==> src/core/sbl_pkg.sv <==
// Purpose: Shared constants and carrier types for the secondary boot image loader.
// Assumes: 100 MHz system clock; byte-level UART, memory and RAM ports outside.
// Notes:   One name for each protocol byte, header offset and timing count.

`default_nettype none

package sbl_pkg;

    // ****************************************************************
    // Protocol bytes.
    // ****************************************************************
    localparam logic [7:0] SBL_STX       = 8'h02;
    localparam logic [7:0] SBL_SOH       = 8'h01;
    localparam logic [7:0] SBL_ACK       = 8'h06;
    localparam logic [7:0] SBL_NACK      = 8'h15;
    localparam logic [7:0] SBL_CSUM_INIT = 8'h00;
    localparam logic [7:0] SBL_SIG0      = 8'h70;
    localparam logic [7:0] SBL_SIG1      = 8'h50;

    // ****************************************************************
    // Address map and image header offsets.
    // ****************************************************************
    localparam logic [31:0] SBL_RAM_BASE    = 32'h2000_0000;
    localparam logic [15:0] SBL_IDX_SIG1    = 16'h0001;
    localparam logic [15:0] SBL_SPI_SIZE_HI = 16'h0006;
    localparam logic [15:0] SBL_SPI_SIZE_LO = 16'h0007;
    localparam logic [23:0] SBL_SPI_CODE    = 24'h00_0008;
    localparam logic [15:0] SBL_EE_SIZE_HI  = 16'h0002;
    localparam logic [15:0] SBL_EE_SIZE_LO  = 16'h0003;
    localparam logic [15:0] SBL_EE_CSUM     = 16'h0004;
    localparam logic [23:0] SBL_EE_CODE     = 24'h00_0020;

    // ****************************************************************
    // Timing: settle time of the receive-line filter before it is read.
    // ****************************************************************
    localparam int          SBL_CLK_PERIOD_NS = 10;
    localparam int          SBL_SETTLE_NS     = 40;
    localparam logic [3:0]  SBL_SETTLE_CYC    =
        4'((SBL_SETTLE_NS + SBL_CLK_PERIOD_NS - 1) / SBL_CLK_PERIOD_NS);

    // ****************************************************************
    // Types.
    // ****************************************************************
    typedef enum logic {
        SBL_SRC_SPI    = 1'b0,
        SBL_SRC_EEPROM = 1'b1
    } sbl_src_e;

    typedef struct packed {
        logic       valid;
        logic [7:0] data;
    } sbl_byte_s;

    typedef struct packed {
        logic        we;
        logic [31:0] addr;
        logic [7:0]  data;
    } sbl_ram_wr_s;

    typedef struct packed {
        logic        req;
        logic [23:0] addr;
    } sbl_mem_rd_s;

endpackage

`default_nettype wire

==> src/core/sbl_loader.sv <==
// Purpose: Boot loader that fills system RAM from a UART host or a serial memory.
// Assumes: External UART, SPI and I2C engines move bytes; this block runs the protocol.
// Notes:   Tags below mark the logic that keeps each rule.
// Behaviour
// Start serial download only if receive line high.
// Open serial session by sending start byte.
// Host sends header byte, then length low first.
// After three header bytes reply ACK, else NACK.
// Host sends N bytes; store them consecutively.
// Send XOR checksum of code bytes from zero.
// Host answers ACK on match; ACK completes download.
// Release serial pins before handing over control.
// Finally execute code at system RAM base.
// Branch with ROM at zero, or remap and reset.
// Serial download plus one memory source allowed.
// SPI boot: init port, check signature bytes.
// SPI header: size bytes 6,7; code from 8.
// EEPROM boot: init port, check signature bytes.
// EEPROM header: size 2,3, checksum 4, code 32.
// EEPROM: start code only when checksum matches.
// Bad signature or checksum: stay in boot.

`timescale 1ns/1ps
`default_nettype none

module sbl_loader
    import sbl_pkg::*;
(
    input  wire logic        sys_clk_in,       // System clock, 100 MHz.
    input  wire logic        rst_n_in,         // Asynchronous reset, active low.
    input  wire logic        ce_in,            // Clock enable; all state holds when low.
    input  wire logic        uart_rxd_in,      // Raw receive pin level.
    input  wire logic        uart_enable_in,   // Serial download allowed.
    input  wire logic        mem_enable_in,    // Memory boot allowed.
    input  wire sbl_src_e    mem_src_in,       // Which memory source is built in.
    input  wire logic        app_at_zero_in,   // Loaded code is linked at address zero.
    input  wire sbl_byte_s   rx_byte_in,       // Received byte, valid is a pulse.
    input  wire logic        tx_ready_in,      // Transmitter takes tx byte.
    input  wire logic        mem_init_done_in, // Memory port and device ready.
    input  wire sbl_byte_s   mem_rd_in,        // Read data, valid is a pulse.
    output sbl_byte_s        tx_byte_out,      // Byte to transmit, held until taken.
    output sbl_ram_wr_s      ram_wr_out,       // System RAM byte write.
    output sbl_mem_rd_s      mem_rd_out,       // Memory byte read request pulse.
    output logic             mem_init_out,     // Memory init request pulse.
    output logic             uart_claim_out,   // Serial pins held by loader.
    output logic             remap_zero_out,   // Address zero mapped to RAM.
    output logic             sw_reset_out,     // Software reset pulse.
    output logic             branch_out,       // Branch pulse.
    output logic [31:0]      jump_addr_out,    // Code start address.
    output logic             boot_done_out,    // Control handed to loaded code.
    output logic             boot_fail_out     // Boot failed: memory image rejected, or memory boot disabled and no serial download started.
);

    // ****************************************************************
    // State encoding.
    // ****************************************************************
    typedef enum logic [12:0] {
        ST_SETTLE   = 13'h0001,
        ST_TX_STX   = 13'h0002,
        ST_RX_HDR   = 13'h0004,
        ST_TX_REPLY = 13'h0008,
        ST_RX_CODE  = 13'h0010,
        ST_TX_CSUM  = 13'h0020,
        ST_RX_FINAL = 13'h0040,
        ST_MEM_INIT = 13'h0080,
        ST_MEM_HDR  = 13'h0100,
        ST_MEM_CODE = 13'h0200,
        ST_HANDOVER = 13'h0400,
        ST_DONE     = 13'h0800,
        ST_FAIL     = 13'h1000
    } sbl_state_e;

    sbl_state_e  state_r;
    logic [2:0]  rxd_sync_r;
    logic        rx_level_r;
    logic [3:0]  settle_cnt_r;
    logic [15:0] idx_r;
    logic [15:0] len_r;
    logic [7:0]  csum_r;
    logic [7:0]  exp_csum_r;
    logic        reply_ack_r;
    logic        tx_fire;
    logic        last_hdr;
    logic [15:0] len_now;
    logic [7:0]  csum_now;
    logic [23:0] code_base;

    assign tx_fire   = tx_byte_out.valid && tx_ready_in;
    assign code_base = (mem_src_in == SBL_SRC_SPI) ? SBL_SPI_CODE : SBL_EE_CODE;
    assign last_hdr  = (mem_src_in == SBL_SRC_SPI) ? (idx_r == SBL_SPI_SIZE_LO)
                                                   : (idx_r == SBL_EE_CSUM);
    assign len_now   = (mem_src_in == SBL_SRC_SPI) ? {len_r[15:8], mem_rd_in.data} : len_r;
    assign csum_now  = csum_r ^ mem_rd_in.data;

    // ****************************************************************
    // Receive pin filter: three flops, level taken when last two agree.
    // ****************************************************************
    always_ff @(posedge sys_clk_in or negedge rst_n_in) begin
        if (!rst_n_in) begin
            rxd_sync_r <= 3'h0;
            rx_level_r <= 1'b0;
        end else if (ce_in) begin
            rxd_sync_r <= {rxd_sync_r[1:0], uart_rxd_in};
            if (rxd_sync_r[1] == rxd_sync_r[2]) begin
                rx_level_r <= rxd_sync_r[2];
            end
        end
    end

    always_ff @(posedge sys_clk_in or negedge rst_n_in) begin
        if (!rst_n_in) begin
            settle_cnt_r <= 4'h0;
        end else if (ce_in && state_r == ST_SETTLE && settle_cnt_r != SBL_SETTLE_CYC) begin
            settle_cnt_r <= settle_cnt_r + 4'h1;
        end
    end

    // ****************************************************************
    // Boot sequencer.
    // ****************************************************************
    always_ff @(posedge sys_clk_in or negedge rst_n_in) begin
        if (!rst_n_in) begin
            state_r        <= ST_SETTLE;
            idx_r          <= 16'h0;
            len_r          <= 16'h0;
            csum_r         <= SBL_CSUM_INIT;
            exp_csum_r     <= 8'h00;
            reply_ack_r    <= 1'b0;
            tx_byte_out    <= '0;
            ram_wr_out     <= '0;
            mem_rd_out     <= '0;
            mem_init_out   <= 1'b0;
            uart_claim_out <= 1'b0;
            remap_zero_out <= 1'b0;
            sw_reset_out   <= 1'b0;
            branch_out     <= 1'b0;
            jump_addr_out  <= 32'h0;
            boot_done_out  <= 1'b0;
            boot_fail_out  <= 1'b0;
        end else if (ce_in) begin
            ram_wr_out.we  <= 1'b0;
            mem_rd_out.req <= 1'b0;
            mem_init_out   <= 1'b0;
            sw_reset_out   <= 1'b0;
            branch_out     <= 1'b0;
            if (tx_fire) begin
                tx_byte_out.valid <= 1'b0;
            end
            case (state_r)
                ST_SETTLE: begin
                    if (settle_cnt_r == SBL_SETTLE_CYC) begin
                        if (uart_enable_in && rx_level_r) begin
                            state_r        <= ST_TX_STX;
                            uart_claim_out <= 1'b1;
                            tx_byte_out    <= '{valid: 1'b1, data: SBL_STX};
                        end else if (mem_enable_in) begin
                            state_r      <= ST_MEM_INIT;
                            mem_init_out <= 1'b1; // see
                        end else begin
                            state_r       <= ST_FAIL;
                            boot_fail_out <= 1'b1;
                        end
                    end
                end
                ST_TX_STX: begin
                    if (tx_fire) begin
                        state_r <= ST_RX_HDR;
                        idx_r   <= 16'h0;
                    end
                end
                ST_RX_HDR: begin
                    if (rx_byte_in.valid) begin
                        idx_r <= idx_r + 16'h1;
                        case (idx_r[1:0])
                            2'h0:    reply_ack_r <= (rx_byte_in.data == SBL_SOH);
                            2'h1:    len_r[7:0]  <= rx_byte_in.data;
                            default: begin
                                len_r[15:8] <= rx_byte_in.data;
                                state_r     <= ST_TX_REPLY;
                                tx_byte_out <= '{valid: 1'b1,
                                                 data: reply_ack_r ? SBL_ACK : SBL_NACK};
                            end
                        endcase
                    end
                end
                ST_TX_REPLY: begin
                    if (tx_fire) begin
                        idx_r  <= 16'h0;
                        csum_r <= SBL_CSUM_INIT;
                        if (!reply_ack_r) begin
                            state_r     <= ST_TX_STX;
                            tx_byte_out <= '{valid: 1'b1, data: SBL_STX};
                        end else if (len_r == 16'h0) begin
                            state_r     <= ST_TX_CSUM;
                            tx_byte_out <= '{valid: 1'b1, data: SBL_CSUM_INIT};
                        end else begin
                            state_r <= ST_RX_CODE;
                        end
                    end
                end
                ST_RX_CODE: begin
                    if (rx_byte_in.valid) begin
                        ram_wr_out <= '{we: 1'b1, addr: SBL_RAM_BASE + {16'h0, idx_r},
                                        data: rx_byte_in.data};
                        csum_r     <= csum_r ^ rx_byte_in.data;
                        idx_r      <= idx_r + 16'h1;
                        if (idx_r == len_r - 16'h1) begin
                            state_r     <= ST_TX_CSUM;
                            tx_byte_out <= '{valid: 1'b1, data: csum_r ^ rx_byte_in.data};
                        end
                    end
                end
                ST_TX_CSUM: begin
                    if (tx_fire) begin
                        state_r <= ST_RX_FINAL;
                    end
                end
                ST_RX_FINAL: begin
                    if (rx_byte_in.valid) begin
                        if (rx_byte_in.data == SBL_ACK) begin
                            state_r <= ST_HANDOVER;
                        end else begin
                            state_r     <= ST_TX_STX;
                            tx_byte_out <= '{valid: 1'b1, data: SBL_STX};
                        end
                    end
                end
                ST_MEM_INIT: begin
                    if (mem_init_done_in) begin
                        state_r    <= ST_MEM_HDR;
                        idx_r      <= 16'h0;
                        csum_r     <= SBL_CSUM_INIT;
                        mem_rd_out <= '{req: 1'b1, addr: 24'h0};
                    end
                end
                ST_MEM_HDR: begin
                    if (mem_rd_in.valid) begin
                        idx_r <= idx_r + 16'h1;
                        if ((idx_r == 16'h0 && mem_rd_in.data != SBL_SIG0) ||
                            (idx_r == SBL_IDX_SIG1 && mem_rd_in.data != SBL_SIG1)) begin
                            state_r       <= ST_FAIL;
                            boot_fail_out <= 1'b1;
                        end else begin
                            if (mem_src_in == SBL_SRC_SPI) begin
                                if (idx_r == SBL_SPI_SIZE_HI) len_r[15:8] <= mem_rd_in.data;
                                if (idx_r == SBL_SPI_SIZE_LO) len_r[7:0]  <= mem_rd_in.data;
                            end else begin
                                if (idx_r == SBL_EE_SIZE_HI) len_r[15:8] <= mem_rd_in.data;
                                if (idx_r == SBL_EE_SIZE_LO) len_r[7:0]  <= mem_rd_in.data;
                                if (idx_r == SBL_EE_CSUM)    exp_csum_r  <= mem_rd_in.data;
                            end
                            if (!last_hdr) begin
                                mem_rd_out <= '{req: 1'b1, addr: {8'h0, idx_r + 16'h1}};
                            end else if (len_now != 16'h0) begin
                                state_r    <= ST_MEM_CODE;
                                idx_r      <= 16'h0;
                                mem_rd_out <= '{req: 1'b1, addr: code_base};
                            end else if (mem_src_in == SBL_SRC_EEPROM &&
                                         mem_rd_in.data != SBL_CSUM_INIT) begin
                                state_r       <= ST_FAIL;
                                boot_fail_out <= 1'b1;
                            end else begin
                                state_r <= ST_HANDOVER;
                            end
                        end
                    end
                end
                ST_MEM_CODE: begin
                    if (mem_rd_in.valid) begin
                        ram_wr_out <= '{we: 1'b1, addr: SBL_RAM_BASE + {16'h0, idx_r},
                                        data: mem_rd_in.data};
                        csum_r     <= csum_now;
                        idx_r      <= idx_r + 16'h1;
                        if (idx_r != len_r - 16'h1) begin
                            mem_rd_out <= '{req: 1'b1,
                                            addr: code_base + {8'h0, idx_r + 16'h1}};
                        end else if (mem_src_in == SBL_SRC_EEPROM &&
                                     csum_now != exp_csum_r) begin
                            state_r       <= ST_FAIL; // see
                            boot_fail_out <= 1'b1;
                        end else begin
                            state_r <= ST_HANDOVER;
                        end
                    end
                end
                ST_HANDOVER: begin
                    uart_claim_out <= 1'b0;
                    state_r        <= ST_DONE;
                end
                ST_DONE: begin
                    if (!boot_done_out) begin
                        boot_done_out  <= 1'b1;
                        jump_addr_out  <= SBL_RAM_BASE;
                        remap_zero_out <= app_at_zero_in;
                        sw_reset_out   <= app_at_zero_in;
                        branch_out     <= !app_at_zero_in;
                    end
                end
                ST_FAIL: begin
                    state_r <= ST_FAIL;
                end
                default: begin
                    state_r <= ST_FAIL;
                end
            endcase
        end
    end
endmodule

`default_nettype wire

==> config.mk <==
export PLATFORM = sky130hd
export DESIGN_NAME = sbl_loader
export DESIGN_NICKNAME = d
export VERILOG_FILES = /design/src/core/sbl_pkg.sv /design/src/core/sbl_loader.sv
export SDC_FILE = /design/constraint.sdc
export NUM_CORES = 1
export LEC_CHECK = 0
export BUFFER_PORTS_ARGS = -buffer_cell sky130_fd_sc_hd__buf_2
export CORE_AREA = 2 2 133 135
export CTS_CLUSTER_DIAMETER = 120
export DETAILED_ROUTE_END_ITERATION = 8
export DIE_AREA = 0 0 135 137
export PLACE_DENSITY_LB_ADDON = 0.15
export SLEW_MARGIN = 15
export SYNTH_ARGS = -nofsm -noshare
export SYNTH_HDL_FRONTEND = slang
export SYNTH_SLANG_ARGS = --single-unit
==> constraint.sdc <==
create_clock -name sys_clk_in -period 5.59 [get_ports sys_clk_in]
set_clock_uncertainty 0.1 [all_clocks]
set_input_delay 0.559 -clock sys_clk_in [delete_from_list [all_inputs] [get_ports sys_clk_in]]
set_output_delay 0.559 -clock sys_clk_in [all_outputs]
set_load 0.005 [all_outputs]
* Yosys cells after proc, flatten, opt, wreduce, memory -nomap -nowiden
Index checks and enable logic that the tools add are counted. Widths: inputs -> output; s select.
Word-level totals: logic and storage cells 237, input bits 28, output and inout bits 114, flip-flop bits (word level) 153
Cells by class: reduce and logical (&&, ||, !) cells 41, add/subtract/negate cells 5, multiplexer cells 100, equal/unequal tests 61, bitwise gates (word level) 5
Operator list (count):
- $mux 13 | 20
- $mux 16 | 12
- $mux 25 | 7
- $pmux 13 s12 | 1
- $mux 9 | 11
- $mux 8 | 11
- $mux 41 | 2
- $pmux 41 s2 | 1
- $pmux 16 s5 | 1
- $pmux 25 s3 | 1
- $eq 16x3->1 const B | 3
- $pmux 9 s5 | 1
- $ne 2x2->1 const B | 19
- $eq 16x2->1 const B | 2
- $logic_not 16->1 | 2
- $pmux 16 s2 | 1
- $pmux 8 s4 | 1
- $add 30x16->31 const A | 1
- $ne 3x3->1 const B | 9
- $reduce_and 12->1 | 2
- $reduce_and 8->1 | 3
- $mux 1 | 23
- $mux 6 | 3
- $add 6x16->17 | 1
- 50 further kinds | 74

* Longest topological paths before layout
word-level depth 8, depth in mapped cells 13, mapped depth without buffers 12

* Worst setup path after synthesis
Ideal clock, no wire load.
path type register to register, start point register len_r[3], end point register state_r[10], buffers on the path 2, slack 2.175 ns, arrival 3.190 ns, stages on the path, launching flop included 11, library setup time 0.125 ns, data required time 5.365 ns, period minus slack after synthesis 3.415 ns, cells stage by stage dfrtp_1 -> buf_6 -> or4_4 -> or4_4 -> or3_1 -> a21oi_1 -> nand4b_1 -> or2_4 -> a211oi_4 -> buf_6 -> mux2_4
Between the ends: word-level cells in the longest chain between the ends 7, elaborated cells between the ends (all ways) 13, those cells by class add/sub: 1; eq/ne: 4; mux: 6; reduce/logical: 2
RTL lines:
- start: declaration | RTL line sbl_loader.sv:78 | logic [15:0] len_r;
- start signal: assignment | RTL line sbl_loader.sv:176 | 2'h1: len_r[7:0] <= rx_byte_in.data;
- start signal: assignment | RTL line sbl_loader.sv:246 | if (idx_r == SBL_SPI_SIZE_LO) len_r[7:0] <= mem_rd_in.data;
- start signal: assignment | RTL line sbl_loader.sv:249 | if (idx_r == SBL_EE_SIZE_LO) len_r[7:0] <= mem_rd_in.data;
- branches (longest 7 deep; another with $sub 16x1->16)
- end signal: assignment | RTL line sbl_loader.sv:153 | state_r <= ST_TX_STX;
- end signal: assignment | RTL line sbl_loader.sv:241 | state_r <= ST_FAIL;
- end signal: assignment | RTL line sbl_loader.sv:255 | state_r <= ST_MEM_CODE;
- end: declaration | RTL line sbl_loader.sv:73 | sbl_state_e state_r;
Parallel ways; which one is timed is not known. The select of a mux whose other input is x is not followed. A chain may end at the register's enable or synchronous reset.

* Final worst setup path
start point register len_r[3], end point register state_r[4]
Same word-level chain as after synthesis.

==> out/metrics.yaml <==
route:
  first_pass_iters: 9
  ant_nets: 0
  drt-total-wl_um: 22900
  route.detailed.drc: 0
  vias: 7237
  vias_per_cell: 5.78
  drt-initial-drc-count: 561
  wl_per_cell_um: 18.3
cts:
  postCtsHoldBufs: 0
  path_clk_slew_ns: 0.06
  htreeDepth: 4
  cts_sinks: 131
  cts_resized: 0
  clk_latency_ns: 0.42
  cts_made_buffers: 17
  root_buffer: "clkbuf_16"
  cts_setup_buffers: 0
  cts_max_path_buffers: 2
  cts_tree: "done"
critical_path:
  required_ns: 5.79
  end_kind: "flop"
  cpPeakStageDelay_ns: 0.70
  worstPathMaxFanout: 13
  cp_slowest_cell: "a211oi_4"
  startpoint_type: "flop"
  cp_cell_sequence: "or4_4 > or4_4 > o21ba_2 > o311ai_1 > nand4b_1 > or2_4 > a211oi_4 > mux2_2"
  crit_type: "reg2reg"
  cp_common_cell: "or4_4"
  worstPathArrival_ns: 4.22
die:
  core.rowCount: 48
  die_area_um2: 18500
  core_area_um2: 17100
  num_io_pins: 142
  die_w_um: 135
  start_util: 0.493
  dieHeight_um: 137
pwr:
  p_sw_w: 0.000569
  internal_power_w: 0.00184
  power.share.clock: 0.510
  peakVddDrop_v: 0.000212
  p_per_area_nw_per_um2: 255
  p_leak_nw: 4.47
  power.share.switching: 0.237
  pwr-share-seq: 0.417
  totalPowerFinal_w: 0.00241
  comb_power_share: 0.073
job:
  drv_cap: 0
timing:
  period_share: 0.718
  setup_violations: 0
  timing.fmax_mhz: 249
  finalCriticalPeriod_ns: 4.01
  setup-tns-final_ns: 0
  worst_hold_slack_ns: 0.0580
  hold_violations: 0
  slew_headroom: 0.186
  rsz0062_at_grt: "false"
  setup_ws_ns: 1.58
  final-max-slew-violation-count: 0
  tightestPinTransition_ns: 1.21
final_layout:
  drive_above_1_share: 0.189
  layout.nets: 1051
  finalNonFillerCells: 1251
  areaGrowthSynthToFinish_pct: 12.3
  antenna_cells: 0
placed_design:
  portBuffers: 88
  place_ws_ns: 1.63
  globalplace.congestion: 0.899
  dp_cells: 1219
  post-dp-hpwl_um: 16700
grt:
  gr-total-overflow: 0
  grt_pass1_vias: 6665
  grt_usage: 0.249
  grt_max_degree: 79
  grt_pass1_wl_um: 35900
  antenna_found_initial: 0
yosys:
  ys_ff_latch: 131
  synthCells: 949
  synth_most_common_cell: "dfrtp_1"
  yosysUniqueCellTypes: 71
  yosysTopAreaCell: "dfrtp_1"
  synth.top_cells.by_area: "dfrtp_1 (39%), mux2_2 (5.9%), nand2_1 (5.2%), buf_4 (4.7%), o21ai_0 (4.2%)"
  ys.flop_type: "dfrtp_1"
  netlist.area_leader.share: 0.387
  yosysWarnings: 0
  synth.cells.most_frequent: "dfrtp_1 (130), nand2_1 (116), o21ai_0 (71)"
  synth-edff-count: 0
  async_flop_share: 1.00
  ys_seq_area_frac: 0.390
  synth.avg_cell_area_um2: 8.87
  synth_area_um2: 8420
min_path:
  min_path_type: "in2async"
run_status:
  outcome: "finished, final reports clean"
## cells by family after synthesis
logic type / synth area share
compound gates: 0.143
xor+xnor: 0.0729
fa+ha+maj: 0.0161
buf+inv: 0.0849
flops: 0.390
mux: 0.0696
other cells: 0.000446
simple gates: 0.223
## layout by cell type (no fill, tap or decap), types with 15 or more instances in the layout
| cell | Yosys | routed |
|---|---|---|
| a21oi_1 | 26 | 26 |
| and3_1 | 15 | 15 |
| buf_2 | 1 | 87 |
| clkbuf_16 | 0 | 17 |
| conb_1 | 1 | 53 |
| dfrtp_1 | 130 | 130 |
| inv_1 | 31 | 31 |
| mux2_2 | 44 | 44 |
| nand2_1 | 116 | 116 |
| nand3_1 | 29 | 29 |
| nand4_1 | 24 | 24 |
| nor2_1 | 51 | 51 |
| nor3_1 | 36 | 36 |
| nor4_1 | 21 | 21 |
| o21ai_0 | 71 | 71 |
| xnor2_1 | 40 | 40 |
| xor2_1 | 30 | 30 |
## critical path, delay by kind of cell (launching register included)
kind | cells | cell delay (ns)
AND/OR/NAND/NOR | 4 | 1.65
AO/OA/AOI/OAI | 3 | 1.24
multiplexers | 1 | 0.42
flip-flops | 1 | 0.48
## metrics by stage
step                       util  instance area (µm²)
final                     0.554                 9450
after global routing      0.554                 9450
after CTS                 0.554                 9450
after detailed placement  0.516                 8800
after global placement    0.516                 8800
after floorplan               -                 8610
## worst paths after layout
path | from | endpoint | slack [ns] | cells after the start
setup / recovery | len_r[3]$_DFFE_PN0P_ | state_r[4]$_DFFE_PN0P_ | 1.58 | 8
hold / removal | rst_n_in | tx_byte_out[5]$_DFFE_PN0P_ | 0.06 | 1
setup reg to reg | len_r[3]$_DFFE_PN0P_ | state_r[4]$_DFFE_PN0P_ | 1.58 | 8
hold reg to reg | ram_wr_out[37]$_DFFE_PN0P_ | ram_wr_out[37]$_DFFE_PN0P_ | 0.36 | 1
max in group asynchronous | rst_n_in | mem_rd_out[0]$_DFFE_PN0P_ | 4.18 | 2
min in group sys_clk_in | app_at_zero_in | branch_out$_DFFE_PN0P_ | 0.27 | 2
## cell type report
class                   count  area (µm²)
inverters                  31         116
well taps                 225         282
flip-flops and latches    131        3280
multi-input cells         737        4630
clock inverters            13         206
fillers                  1556        7600
repair buffers             95         499
clock buffers              19         443
## metal layers
metal	global-route usage	wire length [µm]
met3	0.0381	1410
met1	0.367	10800
met2	0.376	10300
met5	0	0
met4	0.0839	407
## registers in the layout (all words and copies together) (netlist names), 3 cells and up
signal,count
ram_wr_out,26
mem_rd_out,18
idx_r,16
len_r,16
state_r,13
tx_byte_out,9
csum_r,8
exp_csum_r,8
settle_cnt_r,4
rxd_sync_r,3
## power by group through the flow
| stage | Sequential [W] | Combinational [W] | Clock (W) |
|---|---|---|---|
| final | 0.00100 | 0.000176 | 0.00123 |
| after global routing | 0.00101 | 0.000199 | 0.00128 |
| after CTS | 0.00100 | 0.000176 | 0.00125 |
| after detailed placement | 0.00102 | 0.000175 | 0 |
| after global placement | 0.00102 | 0.000173 | 0 |
| after floorplan | 0.00101 | 0.000130 | 0 |
Power figures use the tool's default switching activity.
